## config.mk

```make
export PLATFORM = sky130hd
export DESIGN_NAME = sopc_top
export DESIGN_NICKNAME = d
export VERILOG_FILES = /design/src/sopc_pkg.sv /design/src/sopc_top.sv /design/src/sopc_spi.sv /design/src/sopc_timer.sv
export SDC_FILE = /design/constraint.sdc
export NUM_CORES = 1
export LEC_CHECK = 0
export BUFFER_PORTS_ARGS = -buffer_cell sky130_fd_sc_hd__buf_2
export CORE_MARGIN = 4
export CORE_UTILIZATION = 35
export DETAILED_ROUTE_END_ITERATION = 16
export HOLD_SLACK_MARGIN = 0.06
export PLACE_DENSITY = 0.57
export SYNTH_ARGS = -nofsm -noshare
export SYNTH_HDL_FRONTEND = slang
export SYNTH_HIERARCHICAL = 1
export SYNTH_SLANG_ARGS = --single-unit
```

## constraint.sdc

```tcl
create_clock -name mclk_in -period 15.85 [get_ports mclk_in]
set_input_delay 3.17 -clock mclk_in [delete_from_list [all_inputs] [get_ports mclk_in]]
set_output_delay 3.17 -clock mclk_in [all_outputs]
set_load 0.02 [all_outputs]
```

## src/sopc_pkg.sv

```systemverilog
// Shared constants and types for the sensor operational control block.
// Assumes a single 250 MHz clock domain.
package sopc_pkg;
    // Register byte addresses; each 16-bit register spans an even/odd pair
    localparam logic [6:0] ADDR_FLASH_CNT = 7'h00;
    localparam logic [6:0] ADDR_AOUT = 7'h30;
    localparam logic [6:0] ADDR_DIO = 7'h32;
    localparam logic [6:0] ADDR_DIAG = 7'h34;
    localparam logic [6:0] ADDR_SMPL = 7'h36;
    localparam logic [6:0] ADDR_SLEEP = 7'h3a;
    localparam logic [6:0] ADDR_CMD = 7'h3e;
    // Values after reset and writable-bit masks
    localparam logic [15:0] SMPL_RST = 16'h0001;
    localparam logic [15:0] AOUT_RST = 16'h0000;
    localparam logic [15:0] DIO_RST = 16'h0000;
    localparam logic [15:0] DIAG_RST = 16'h0000;
    localparam logic [14:0] FCNT_RST = 15'h0000;
    localparam logic [15:0] SMPL_MASK = 16'h00ff;
    localparam logic [15:0] AOUT_MASK = 16'h0fff;
    localparam logic [15:0] DIO_MASK = 16'h0303;
    localparam logic [15:0] DIAG_MASK = 16'h0c07;
    // Field positions
    localparam int SMPL_TB = 7;
    localparam int DIO_DIR0 = 0;
    localparam int DIO_VAL0 = 8;
    localparam int DIAG_DR_SEL = 0;
    localparam int DIAG_DR_POL = 1;
    localparam int DIAG_DR_EN = 2;
    localparam int DIAG_ST_GO = 8;
    localparam int DIAG_POST_OFF = 10;
    localparam int DIAG_AUTOSAVE = 11;
    localparam int CMD_DAC_LATCH = 2;
    localparam int CMD_FLASH_UPD = 3;
    localparam int CMD_STAT_CLR = 4;
    localparam int CMD_CAPT_COPY = 6;
    // Times in their own units and derived cycle counts at 250 MHz
    localparam int unsigned CLK_MHZ = 250;
    localparam int unsigned TB_FAST_NS = 122070;
    localparam int unsigned TB_SLOW_NS = 3784000;
    localparam int unsigned SLEEP_STEP_MS = 500;
    localparam int unsigned SELFTEST_MS = 35;
    localparam int unsigned TB_FAST_CYC = TB_FAST_NS * CLK_MHZ / 1000;
    localparam int unsigned TB_SLOW_CYC = TB_SLOW_NS * CLK_MHZ / 1000;
    localparam int unsigned SLEEP_STEP_CYC = SLEEP_STEP_MS * CLK_MHZ * 1000;
    localparam int unsigned SELFTEST_CYC = SELFTEST_MS * CLK_MHZ * 1000;
    localparam logic [34:0] DRDY_DUTY_DIV = 35'h5;
    localparam logic [4:0] SPI_BITS = 5'h10;
    // One serial frame: write flag, byte address, write data
    typedef struct packed {
        logic wr;
        logic [6:0] addr;
        logic [7:0] data;
    } sopc_frame_s;
endpackage : sopc_pkg

```

## src/sopc_top.sv

```systemverilog
// Operational control registers: sample period, sleep, output level, I/O lines,
// data-ready, self-test and flash write accounting, reached over the serial port.
// Assumes flash image, alarm and capture signals come from logic on mclk_in.
//
// Overview of operation
// - Sample period equals time base times one plus seven-bit multiplier.
// - Bit 7 picks time base: 122.07 us when clear, 3.784 ms when set.
// - Sample period defaults to 0x0001 and is kept as a flash setting.
// - Output data update once per sample period, independent of host reads.
// - Sleep write shuts device down count times half a second, then resumes.
// - Output level register holds twelve bits, resets to zero, is volatile.
// - Converter level holds while host writes the level bytes.
// - Command bit 2 copies the level register into the converter latch.
// - I/O control bits 0 and 1 set line direction, 1 is output.
// - Bits 8 and 9 drive output lines; inputs read the sampled pin.
// - Line ownership: general-purpose first, then data-ready, then alarm.
// - Diag bit 2 enables data-ready, bit 1 polarity, bit 0 line select.
// - Data-ready pulses once per sample at twenty percent duty.
// - Host starts self-test with diag bit 8, waits 35 ms, reads status.
// - Self-test start bit clears itself when the test finishes.
// - A failed self-test sets the error flag, zero means normal.
// - Self-test runs after power-on unless diag bit 10 is set.
// - No new-data indication while a self-test runs.
// - With diag bit 11 set, a full capture buffer is copied to flash.
// - Flash write counter counts every flash write and wraps after 32767.
`timescale 1ns/10ps
module sopc_top import sopc_pkg::*; #(
    parameter int unsigned TB_FAST = TB_FAST_CYC,
    parameter int unsigned TB_SLOW = TB_SLOW_CYC,
    parameter int unsigned SLEEP_STEP = SLEEP_STEP_CYC,
    parameter int unsigned SELFTEST = SELFTEST_CYC
) (
    // Clock and reset
    input wire logic mclk_in,
    input wire logic rst_b_in,
    // Serial port pins
    input wire logic sclk_in,
    input wire logic cs_b_in,
    input wire logic mosi_in,
    output logic miso_out,
    output logic miso_oe_out,
    // Digital I/O lines
    input wire logic [1:0] dio_in,
    output logic [1:0] dio_out,
    output logic [1:0] dio_oe_out,
    // Alarm requests for the lines
    input wire logic [1:0] alarm_en_in,
    input wire logic [1:0] alarm_lvl_in,
    // Flash image and flash activity
    input wire logic [15:0] nv_sample_in,
    input wire logic [15:0] nv_diag_in,
    output logic [15:0] nv_sample_out,
    output logic [15:0] nv_diag_out,
    output logic flash_save_out,
    output logic capt_copy_out,
    // Capture engine
    input wire logic capt_full_in,
    // Sensor side
    input wire logic st_fail_in,
    output logic st_active_out,
    output logic selftest_error_out,
    output logic sample_update_out,
    output logic sleep_out,
    output logic [11:0] dac_code_out
);
    localparam logic [31:0] SLP_LOAD = 32'(SLEEP_STEP - 1);
    localparam logic [31:0] ST_LOAD = 32'(SELFTEST - 1);

    sopc_frame_s frm;
    logic frm_vld;
    logic [15:0] rd_word;
    logic [5:0] rd_sel;
    logic boot;
    logic [15:0] smpl;
    logic [15:0] aout;
    logic [15:0] dio;
    logic [15:0] diag;
    logic [14:0] flash_cnt;
    logic [7:0] sleep_steps;
    logic [31:0] sleep_cyc;
    logic st_busy;
    logic [31:0] st_cyc;
    logic st_err;
    logic [1:0] pin_s1;
    logic [1:0] pin_s2;
    logic [1:0] dio_rd;
    logic [1:0] next_dio_o;
    logic [1:0] next_dio_oe;
    logic tick;
    logic tmr_active;

    // Byte write into a 16-bit register, keeping only implemented bits
    function automatic logic [15:0] sopc_bwr(input logic [15:0] old, input logic hi,
        input logic [7:0] d, input logic [15:0] mask);
        logic [15:0] v;
        v = hi ? {d, old[7:0]} : {old[15:8], d};
        return v & mask;
    endfunction : sopc_bwr

    sopc_spi u_spi (
        .mclk_in(mclk_in),
        .rst_b_in(rst_b_in),
        .sclk_in(sclk_in),
        .cs_b_in(cs_b_in),
        .mosi_in(mosi_in),
        .miso_out(miso_out),
        .miso_oe_out(miso_oe_out),
        .rdata_in(rd_word),
        .frame_out(frm),
        .frame_vld_out(frm_vld)
    );

    // Write decode; settings registers are hit by either byte of their pair, sleep and command by their even byte only
    wire wr_any = frm_vld && frm.wr;
    wire [5:0] wsel = frm.addr[6:1];
    wire wr_aout = wr_any && (wsel == ADDR_AOUT[6:1]);
    wire wr_dio = wr_any && (wsel == ADDR_DIO[6:1]);
    wire wr_diag = wr_any && (wsel == ADDR_DIAG[6:1]);
    wire wr_smpl = wr_any && (wsel == ADDR_SMPL[6:1]);
    wire wr_sleep = wr_any && (frm.addr == ADDR_SLEEP);
    wire wr_cmd = wr_any && (frm.addr == ADDR_CMD);
    wire cmd_latch = wr_cmd && frm.data[CMD_DAC_LATCH];
    wire cmd_fupd = wr_cmd && frm.data[CMD_FLASH_UPD];
    wire cmd_sclr = wr_cmd && frm.data[CMD_STAT_CLR];
    wire cmd_copy = wr_cmd && frm.data[CMD_CAPT_COPY];

    // Next values of the settings; the first cycle after reset loads the flash image
    wire [15:0] next_smpl = boot ? (nv_sample_in & SMPL_MASK) :
        wr_smpl ? sopc_bwr(smpl, frm.addr[0], frm.data, SMPL_MASK) : smpl;
    wire [15:0] next_diag = boot ? (nv_diag_in & DIAG_MASK) :
        wr_diag ? sopc_bwr(diag, frm.addr[0], frm.data, DIAG_MASK) : diag;
    wire [15:0] next_aout = wr_aout ? sopc_bwr(aout, frm.addr[0], frm.data, AOUT_MASK) : aout;
    wire [15:0] next_dio = wr_dio ? sopc_bwr(dio, frm.addr[0], frm.data, DIO_MASK) : dio;

    // Settings registers
    always_ff @(posedge mclk_in or negedge rst_b_in) begin
        if (!rst_b_in) begin
            boot <= 1'b1;
            smpl <= SMPL_RST;
            diag <= DIAG_RST;
            aout <= AOUT_RST;
            dio <= DIO_RST;
        end else begin
            boot <= 1'b0;
            smpl <= next_smpl;
            diag <= next_diag;
            aout <= next_aout;
            dio <= next_dio;
        end
    end

    // Converter latch only moves on the latch command, so byte writes never glitch it
    always_ff @(posedge mclk_in or negedge rst_b_in) begin
        if (!rst_b_in) begin
            dac_code_out <= AOUT_RST[11:0];
        end else if (cmd_latch) begin
            dac_code_out <= aout[11:0];
        end
    end

    // Sleep countdown in half-second steps; writing zero ends it early
    wire sleeping = (sleep_steps != 8'h00);
    wire slp_step = sleeping && (sleep_cyc == 32'h0);
    wire [7:0] next_steps = wr_sleep ? frm.data : slp_step ? sleep_steps - 8'h01 : sleep_steps;
    wire [31:0] next_slp_cyc = (wr_sleep || slp_step) ? SLP_LOAD :
        sleeping ? sleep_cyc - 32'h1 : sleep_cyc;
    assign sleep_out = sleeping;

    always_ff @(posedge mclk_in or negedge rst_b_in) begin
        if (!rst_b_in) begin
            sleep_steps <= 8'h00;
            sleep_cyc <= 32'h0;
        end else begin
            sleep_steps <= next_steps;
            sleep_cyc <= next_slp_cyc;
        end
    end

    // Self-test: started at boot unless skipped, or by host; restart while busy reloads
    wire st_go = boot ? !nv_diag_in[DIAG_POST_OFF] :
        (wr_diag && frm.addr[0] && frm.data[DIAG_ST_GO - 8]);
    wire st_done = st_busy && (st_cyc == 32'h0);
    wire next_st_busy = st_go || (st_busy && !st_done);
    wire [31:0] next_st_cyc = st_go ? ST_LOAD : st_busy ? st_cyc - 32'h1 : st_cyc;
    wire next_st_err = (st_done && st_fail_in) || (st_err && !cmd_sclr);
    assign st_active_out = st_busy;
    assign selftest_error_out = st_err;

    always_ff @(posedge mclk_in or negedge rst_b_in) begin
        if (!rst_b_in) begin
            st_busy <= 1'b0;
            st_cyc <= 32'h0;
            st_err <= 1'b0;
        end else begin
            st_busy <= next_st_busy;
            st_cyc <= next_st_cyc;
            st_err <= next_st_err;
        end
    end

    // Sample pacing stops entirely while asleep
    sopc_timer #(
        .TB_FAST(TB_FAST),
        .TB_SLOW(TB_SLOW)
    ) u_timer (
        .mclk_in(mclk_in),
        .rst_b_in(rst_b_in),
        .run_in(!sleeping),
        .tb_sel_in(smpl[SMPL_TB]),
        .mult_in(smpl[6:0]),
        .tick_out(tick),
        .active_out(tmr_active)
    );
    assign sample_update_out = tick && !sleeping;

    // Data-ready level, held inactive during self-test and sleep
    wire drdy_act = tmr_active && diag[DIAG_DR_EN] && !st_busy && !sleeping;
    wire drdy_lvl = diag[DIAG_DR_POL] ? drdy_act : !drdy_act;

    // Per-line ownership and readback
    genvar gi;
    generate
        for (gi = 0; gi < 2; gi++) begin : g_line
            wire gp = dio[DIO_DIR0 + gi];
            wire dr = diag[DIAG_DR_EN] && (diag[DIAG_DR_SEL] ? (gi == 1) : (gi == 0));
            assign next_dio_oe[gi] = gp || dr || alarm_en_in[gi];
            assign next_dio_o[gi] = gp ? dio[DIO_VAL0 + gi] : dr ? drdy_lvl : alarm_lvl_in[gi];
            assign dio_rd[gi] = gp ? dio[DIO_VAL0 + gi] : pin_s2[gi];
        end
    endgenerate

    // Line drivers from flops; pin levels pass two stages before readback
    always_ff @(posedge mclk_in or negedge rst_b_in) begin
        if (!rst_b_in) begin
            dio_out <= 2'h0;
            dio_oe_out <= 2'h0;
            pin_s1 <= 2'h0;
            pin_s2 <= 2'h0;
        end else begin
            dio_out <= next_dio_o;
            dio_oe_out <= next_dio_oe;
            pin_s1 <= dio_in;
            pin_s2 <= pin_s1;
        end
    end

    // Flash requests and write count; the count rolls over at its 15-bit limit
    wire next_copy = cmd_copy || (diag[DIAG_AUTOSAVE] && capt_full_in);
    wire [14:0] next_fcnt = flash_cnt + {14'h0000, flash_save_out} + {14'h0000, capt_copy_out};
    assign nv_sample_out = smpl;
    assign nv_diag_out = diag;

    always_ff @(posedge mclk_in or negedge rst_b_in) begin
        if (!rst_b_in) begin
            flash_save_out <= 1'b0;
            capt_copy_out <= 1'b0;
            flash_cnt <= FCNT_RST;
        end else begin
            flash_save_out <= cmd_fupd;
            capt_copy_out <= next_copy;
            flash_cnt <= next_fcnt;
        end
    end

    // Read address is remembered from a read frame; data shifts out in the next frame
    always_ff @(posedge mclk_in or negedge rst_b_in) begin
        if (!rst_b_in) begin
            rd_sel <= 6'h00;
        end else if (frm_vld && !frm.wr) begin
            rd_sel <= frm.addr[6:1];
        end
    end

    // Start bit reads back as busy, so it drops by itself when the test ends
    wire [15:0] diag_rd = diag | {7'h00, st_busy, 8'h00};

    // Readback mux; write-only and unmapped words read zero
    assign rd_word = (rd_sel == ADDR_FLASH_CNT[6:1]) ? {1'b0, flash_cnt} :
        (rd_sel == ADDR_AOUT[6:1]) ? aout :
        (rd_sel == ADDR_DIO[6:1]) ? {6'h00, dio_rd, 6'h00, dio[1:0]} :
        (rd_sel == ADDR_DIAG[6:1]) ? diag_rd :
        (rd_sel == ADDR_SMPL[6:1]) ? smpl : 16'h0000;
endmodule : sopc_top

```

## src/sopc_spi.sv

```systemverilog
// Serial port slave: 16-bit frames, clock idle high, sampled on rising edge.
// Assumes the serial clock is far slower than mclk_in, so it is oversampled.
`timescale 1ns/10ps
module sopc_spi import sopc_pkg::*; (
    // Clock and reset
    input wire logic mclk_in,
    input wire logic rst_b_in,
    // Serial pins
    input wire logic sclk_in,
    input wire logic cs_b_in,
    input wire logic mosi_in,
    output logic miso_out,
    output logic miso_oe_out,
    // Register side
    input wire logic [15:0] rdata_in,
    output sopc_frame_s frame_out,
    output logic frame_vld_out
);
    logic [2:0] sclk_q;
    logic [2:0] cs_q;
    logic [1:0] mosi_q;
    logic [15:0] rx;
    logic [15:0] tx;
    logic [4:0] bits;

    // Edges are seen between second and third stage; first stage feeds only the second
    wire rise = sclk_q[1] && !sclk_q[2];
    wire fall = !sclk_q[1] && sclk_q[2];
    wire sel = !cs_q[1];
    wire start = !cs_q[1] && cs_q[2];
    wire stop = cs_q[1] && !cs_q[2];
    assign miso_out = tx[15];
    assign miso_oe_out = sel;

    // Pin synchronisers, only safe because the host keeps its clock slow
    always_ff @(posedge mclk_in or negedge rst_b_in) begin
        if (!rst_b_in) begin
            sclk_q <= 3'h7;
            cs_q <= 3'h7;
            mosi_q <= 2'h0;
        end else begin
            sclk_q <= {sclk_q[1:0], sclk_in};
            cs_q <= {cs_q[1:0], cs_b_in};
            mosi_q <= {mosi_q[0], mosi_in};
        end
    end

    // Shift in on rising edge, shift out on falling edge, close frame on select release
    always_ff @(posedge mclk_in or negedge rst_b_in) begin
        if (!rst_b_in) begin
            rx <= 16'h0000;
            tx <= 16'h0000;
            bits <= 5'h00;
            frame_out <= '0;
            frame_vld_out <= 1'b0;
        end else begin
            if (rise && sel) begin
                rx <= {rx[14:0], mosi_q[1]};
            end
            if (start) begin
                tx <= rdata_in;
            end else if (fall && sel && bits != 5'h00) begin
                // The first falling edge must not shift: the top bit already stands from select
                tx <= {tx[14:0], 1'b0};
            end
            if (start) begin
                bits <= 5'h00;
            end else if (rise && sel && bits != SPI_BITS) begin
                bits <= bits + 5'h01;
            end
            if (stop) begin
                frame_out <= rx;
            end
            frame_vld_out <= stop && (bits == SPI_BITS); // Short frames are dropped
        end
    end
endmodule : sopc_spi

```

## src/sopc_timer.sv

```systemverilog
// Sample period timer: one tick per period and a 20 percent active window.
// Assumes run_in is a same-clock level; the count restarts whenever it falls.
`timescale 1ns/10ps
module sopc_timer import sopc_pkg::*; #(
    parameter int unsigned TB_FAST = TB_FAST_CYC,
    parameter int unsigned TB_SLOW = TB_SLOW_CYC
) (
    // Clock and reset
    input wire logic mclk_in,
    input wire logic rst_b_in,
    // Control
    input wire logic run_in,
    input wire logic tb_sel_in,
    input wire logic [6:0] mult_in,
    // Outputs
    output logic tick_out,
    output logic active_out
);
    logic [31:0] cnt;

    // Period is time base times one plus multiplier
    wire [31:0] tb = tb_sel_in ? TB_SLOW : TB_FAST;
    wire [31:0] period = 32'(tb * (32'(mult_in) + 32'h1));
    wire [34:0] elapsed5 = 35'(cnt) * DRDY_DUTY_DIV;
    assign tick_out = run_in && (cnt >= period - 32'h1);
    assign active_out = run_in && (elapsed5 < 35'(period));

    // Free-running cycle count within the period
    always_ff @(posedge mclk_in or negedge rst_b_in) begin
        if (!rst_b_in) begin
            cnt <= 32'h0;
        end else begin
            cnt <= (!run_in || tick_out) ? 32'h0 : cnt + 32'h1;
        end
    end
endmodule : sopc_timer

```

Word level (Yosys, flattened, before mapping) --
Cells that the tools add are included.
Word-level totals: latch bits 0, flip-flop bits (word level) 260, bits in read-only memories 0, input port bits 45, logic and storage cells 173, memories kept 0, output and inout bits 56, RAM bits 0
Cells by class: bitwise operators 2, $lt $le $gt $ge 2, div/mod/pow operators 0, multipliers 2, eq/ne operators 13, $add $sub $neg 9, reductions and logical operators 77, shift operators 0, mux-type cells 33
Operator list (number):
- 16-bit 2-to-1 mux | 11
- 32-bit 2-to-1 mux | 5
- 32-bit by 1-bit subtractor with 32-bit output, second input constant | 3
- 32-bit logical NOT | 2
- 6-bit by 5-bit equality test with 1-bit output, second input constant | 8
- 1-bit logical AND | 37
- 35-bit by 32-bit less-than comparator with 1-bit output | 1
- 32-bit by 3-bit multiplier with 35-bit output, second input constant | 1
- 32-bit by 1-bit adder with 32-bit output, second input constant | 1
- 32-bit >= comparator | 1
- 32-bit by 32-bit multiplier with 32-bit output | 1
- 15-bit by 1-bit adder with 15-bit output | 2
- 8-bit 2-to-1 mux | 3
- 20-bit 2-to-1 mux | 1
- 16-bit by 9-bit bitwise OR with 16-bit output | 1
- 2-bit nonzero test | 8
- 7-bit by 6-bit equality test with 1-bit output, second input constant | 2
- 2-bit AND reduction | 7
- 12-bit 2-to-1 mux | 1
- 1-bit logical NOT | 11
- 1-bit 2-to-1 mux | 10
- 5-bit 2-to-1 mux | 2
- 1-bit logical OR | 9
- 7-bit by 1-bit adder with 8-bit output, second input constant | 1
- 9 further kinds | 9

Longest topological paths before layout --
depth after elaboration 11, mapped depth 37, mapped depth without buffers 36

Cells and area by module --
Netlist, hierarchy kept.
By module, submodules not included:
- sopc_timer | instances 1, area each 9081.2 um^2, cells an instance 1060, seq. area each 800.8 um^2
- sopc_top | instances 1, area each 7160.6 um^2, cells an instance 688, seq. area each 3681.0 um^2
- sopc_spi | instances 1, area each 2648.8 um^2, cells an instance 207, seq. area each 1559.0 um^2

Worst setup path after synthesis --
No wires, ideal clock.
path kind reg2out, from register smpl[0], in the netlist nv_sample_out[0], to output sample_update_out, path buffers 1, required time 12.680 ns, stages on the path, launching flop included 35, slack 4.962 ns, arrival 7.718 ns, cell sequence dfstp_2 ha_1 nand3_1 nor2_1 xor2_1 inv_1 nor2_1 xnor2_1 ha_1 a21o_1 fa_1 inv_1 fa_1 fa_1 inv_1 ha_1 buf_2 nand2_1 or3_1 a31oi_2 o21ai_2 a21o_1 o31ai_2 xnor2_1 and3_1 and3_1 nand3_1 ha_1 a21o_1 a21o_1 a21oi_1 nand2_1 o21ai_0 nor2b_1 and3_1
Between the ends: longest elaborated chain between the ends 6
Ends and longest elaborated chain:
- start, declared | line sopc_top.sv:74 | logic [15:0] smpl;
- start signal, assigned | line sopc_top.sv:145 | smpl <= next_smpl;
- 7-bit by 1-bit adder with 8-bit output | line sopc_timer.sv:23 | wire [31:0] period = 32'(tb * (32'(mult_in) + 32'h1));
- 32-bit by 32-bit multiplier with 32-bit output | line sopc_timer.sv:23
- 32-bit by 1-bit subtractor with 32-bit output | line sopc_timer.sv:25 | assign tick_out = run_in && (cnt >= period - 32'h1);
- 32-bit >= comparator | line sopc_timer.sv:25
- 1-bit logical AND | line sopc_timer.sv:25
- via tick | line sopc_top.sv:89 | logic tick;
- 1-bit logical AND | line sopc_top.sv:214 | assign sample_update_out = tick && !sleeping;
- end, declared | line sopc_top.sv:62 | output logic sample_update_out,
The timed path passes the listed nets, and every way through them passes these cells.

Worst setup path in the final report --
Same ends and word-level chain as after synthesis.

==> summary.txt <==
Status
  – Outcome: complete, no violations

Pwr
  – Pwr Total: 3290 uW
  – VDD IR max: 0.104 mV
  – PwrDens: 158 nW/um^2
  – Leakage dissipation: 0.0106 uW

Timing
  – Worst-margin pin slew: 1.13 ns
  – Post-layout min period: 12.96 ns
  – Min Hold Slack: 0.356 ns
  – Post-Route Skew: 0.0146 ns
  – # setup viols final: 0
  – Unrepaired setup endpoints after global routing: false
  – Final period util: 0.818
  – Slew headroom: 0.245
  – Fin. max-slew vios: 0
  – Fin. Hold Viols: 0
  – Setup TNS: 0 ns
  – Max frequency: 77.2 MHz

Setup path
  – Reg2Reg Setup Slack: 5.94 ns
  – WP buf/inv: 4
  – Reg2Reg Capture Point: u_timer/cnt[3]
  – Nature of the critical path endpoint: output pin
  – Critical path class: reg -> out
  – RR Startpoint: nv_sample_out[0]
  – Worst path required time: 12.68 ns
  – R2R depth: 32
  – Largest delay share family, worst path: adder cells
  – CP max stage delay: 0.71 ns
  – Crit path top cell by count: ha_1
  – CP max-delay cell: dfstp_2
  – Crit Path Max Fanout: 11
  – Critical path launch point type: flip-flop
  – Critical Path AT: 9.79 ns

Place
  – Routability cong.: 0.869
  – IO Port Bufs: 62
  – Final HPWL DP: 32.8 mm
  – Placed Area: 19800 um^2

Floorplan
  – Initial Util: 0.357
  – DIE WIDTH: 240 um
  – Die Area: 57800 um^2
  – Die Y: 240 um
  – Core Area: 53000 um^2
  – Number of cell rows: 84
  – IO Pins: 101

Drt
  – Met3 WL: 1.53 mm
  – First drt pass iteration count: 8
  – Met1 wire length: 20.4 mm
  – DRT iter0 DRCs: 590
  – Met2 wire len: 20.3 mm
  – Remaining DRCs: 0
  – Final ANT Viol Nets: 0
  – Vias/cell: 5.06
  – Wirelength, routed: 43.0 mm
  – DR WL/cell: 15.8 um
  – Via count: 13763
  – DR top layer: met4

Worst hold path
  – Min-Delay Endpoint: pin_s2[1]
  – Hold Path Depth: 0
  – Hold path start: pin_s1[1]
  – Hold WC Path Type: reg -> reg

Synth
  – Seq/Total Area, Yosys: 0.320
  – Synth area leaders: dfrtp_1 (31%), ha_1 (14%), fa_1 (6.7%)
  – Synth unique cells: 96
  – Ys Warns: 6
  – Syn_area_per_cell: 9.66 um^2
  – Post-synth EDFFs: 0
  – Cell Area, Synth: 18900 um^2
  – Synth Flop Type: dfrtp_1
  – Top cell type's share of synthesized area: 0.309
  – Area leader, netlist: dfrtp_1
  – Gate Count Post-Synth: 1955
  – #FFs+latches synth: 241
  – Synth async-reset ratio: 1.00

Clocking
  – Hold buffers post-CTS: 0
  – Clock sink count: 241
  – Post-CTS setup buffers: 0
  – CTS Root Cell: clkbuf_16
  – Num CTS Buffers: 28
  – CTS Buffer Depth: 3
  – CTS tree: yes
  – Clk slew on worst S/H paths: 0.06 ns
  – Cts repair resizes: 0
  – H-tree depth: 1
  – Clock Latency Late Sink: 0.58 ns

Global route
  – Vias in the first global route: 14076
  – Grt total ovfl: 0
  – Pin count of the biggest net entering global routing: 130
  – Total GRT Usage: 0.149
  – Initial antenna violation count: 1
  – First-pass GRT wire length: 72.0 mm

Final layout
  – Fin util: 0.393
  – Area delta synth->final: 10.3%
  – Antenna cells: 0
  – Layout cells sized above 1: 0.124
  – Design Area, Final: 20800 um^2
  – Nets: 2324

Job
  – Maximum capacitance violations: 0
## cell usage after synthesis (all sizes together), types with 35 or more instances
cell type,instances
dfrtp,233
ha,207
nand2,177
inv,163
nor2,163
xnor2,116
xor2,75
mux2,70
a21oi,67
fa,63
o21ai,62
nand3,59
a21o,45
nor3,36
buf,35
o211ai,35
## worst max-delay path by stage
stage                          start                end  cells after the start
global placement    nv_sample_out[0]  sample_update_out                     33
finish              nv_sample_out[0]  sample_update_out                     33
global route        nv_sample_out[0]  sample_update_out                     35
detailed placement  nv_sample_out[0]  sample_update_out                     35
CTS                 nv_sample_out[0]  sample_update_out                     35
floorplan           nv_sample_out[0]  sample_update_out                     34
## per-stage QoR
stage               setup WS, ns  std cells
floorplan                   4.96       1975
CTS                         2.77       2718
finish                      2.89       2718
global placement            3.50       2667
global route                2.18       2718
detailed placement          3.42       2667
## layout by cell type, fill, tap and decap left out, types with 7 or more instances in the layout
master and n:
dfstp_2 8, dfrtp_1 233, fa_1 63, buf_2 61, inv_1 163, nor2b_1 28
ha_1 207, or2_2 11, or3_1 13, nor2_1 161, o211ai_1 25, conb_1 22
nand2b_1 17, a21o_1 45, nand2_1 177, nand4_1 21, a21oi_1 67, o211ai_2 10
a211oi_1 10, a222oi_1 7, xor2_1 75, o21a_1 12, and3_1 21, mux2i_1 18
and4_1 7, and2_1 16, clkbuf_16 28, nor3_1 33, xnor2_1 115, or4_1 11
nor4_1 14, nand3_1 59, mux2_2 70, o21ai_0 57
## per-layer routing
| layer | track usage | vias to the layer above |
|---|---|---|
| li1 | - | 6843 |
| met1 | 0.205 | 6681 |
| met2 | 0.251 | 193 |
| met3 | 0.0208 | 46 |
| met4 | 0.0341 | 0 |
| met5 | 0 | - |
## logic make-up after synthesis
logic type,count (synthesis),share of synthesized area
other,2,0.000398
adder cells (fa/ha/maj),270,0.204
multiplexers,90,0.0536
flip-flops,241,0.320
buffers and inverters,227,0.0515
AND/OR/NAND/NOR,635,0.169
XOR/XNOR,191,0.0890
AO/OA/AOI/OAI,299,0.113
## registers in the layout (all words and copies together), names as in the netlist, 2 cells and up
| signal | cells |
|---|---|
| aout | 12 |
| dac_code_out | 12 |
| dio | 4 |
| dio_oe_out | 2 |
| dio_out | 2 |
| flash_cnt | 15 |
| nv_diag_out | 5 |
| nv_sample_out | 8 |
| pin_s1 | 2 |
| pin_s2 | 2 |
| rd_sel | 6 |
| sleep_cyc | 32 |
| sleep_steps | 8 |
| st_cyc | 32 |
| u_spi/bits | 5 |
| u_spi/cs_q | 3 |
| u_spi/frame_out | 16 |
| u_spi/mosi_q | 2 |
| u_spi/rx | 16 |
| u_spi/sclk_q | 3 |
| u_spi/tx | 16 |
| u_timer/cnt | 32 |
## worst register-to-register path, delay by kind of cell (launching register included)
family	cells	cell delay [ns]
adders and majority gates	7	2.96
and+or+nand+nor	11	2.85
AOI/OAI and AO/OA	8	1.91
xor gates and xnor gates	3	0.98
DFF	1	0.71
buffers and inverters	3	0.40
## power by group
part	internal (uW)	switching [uW]	total [uW]
Clock	420	279	699
Sequential	661	67.1	729
Combinational	775	1080	1860
Total	1860	1430	3290
## cell type report
cell class,instances,area [um^2]
Clock buffer,37,795
Multi-Input combinational cell,1507,12000
Fill cell,5293,32100
Clock inverter,14,211
Inverter,163,612
Timing Repair Buffer,68,365
Tap cell,688,861
Sequential cell,241,6040
Power figures use the tool's default switching activity.
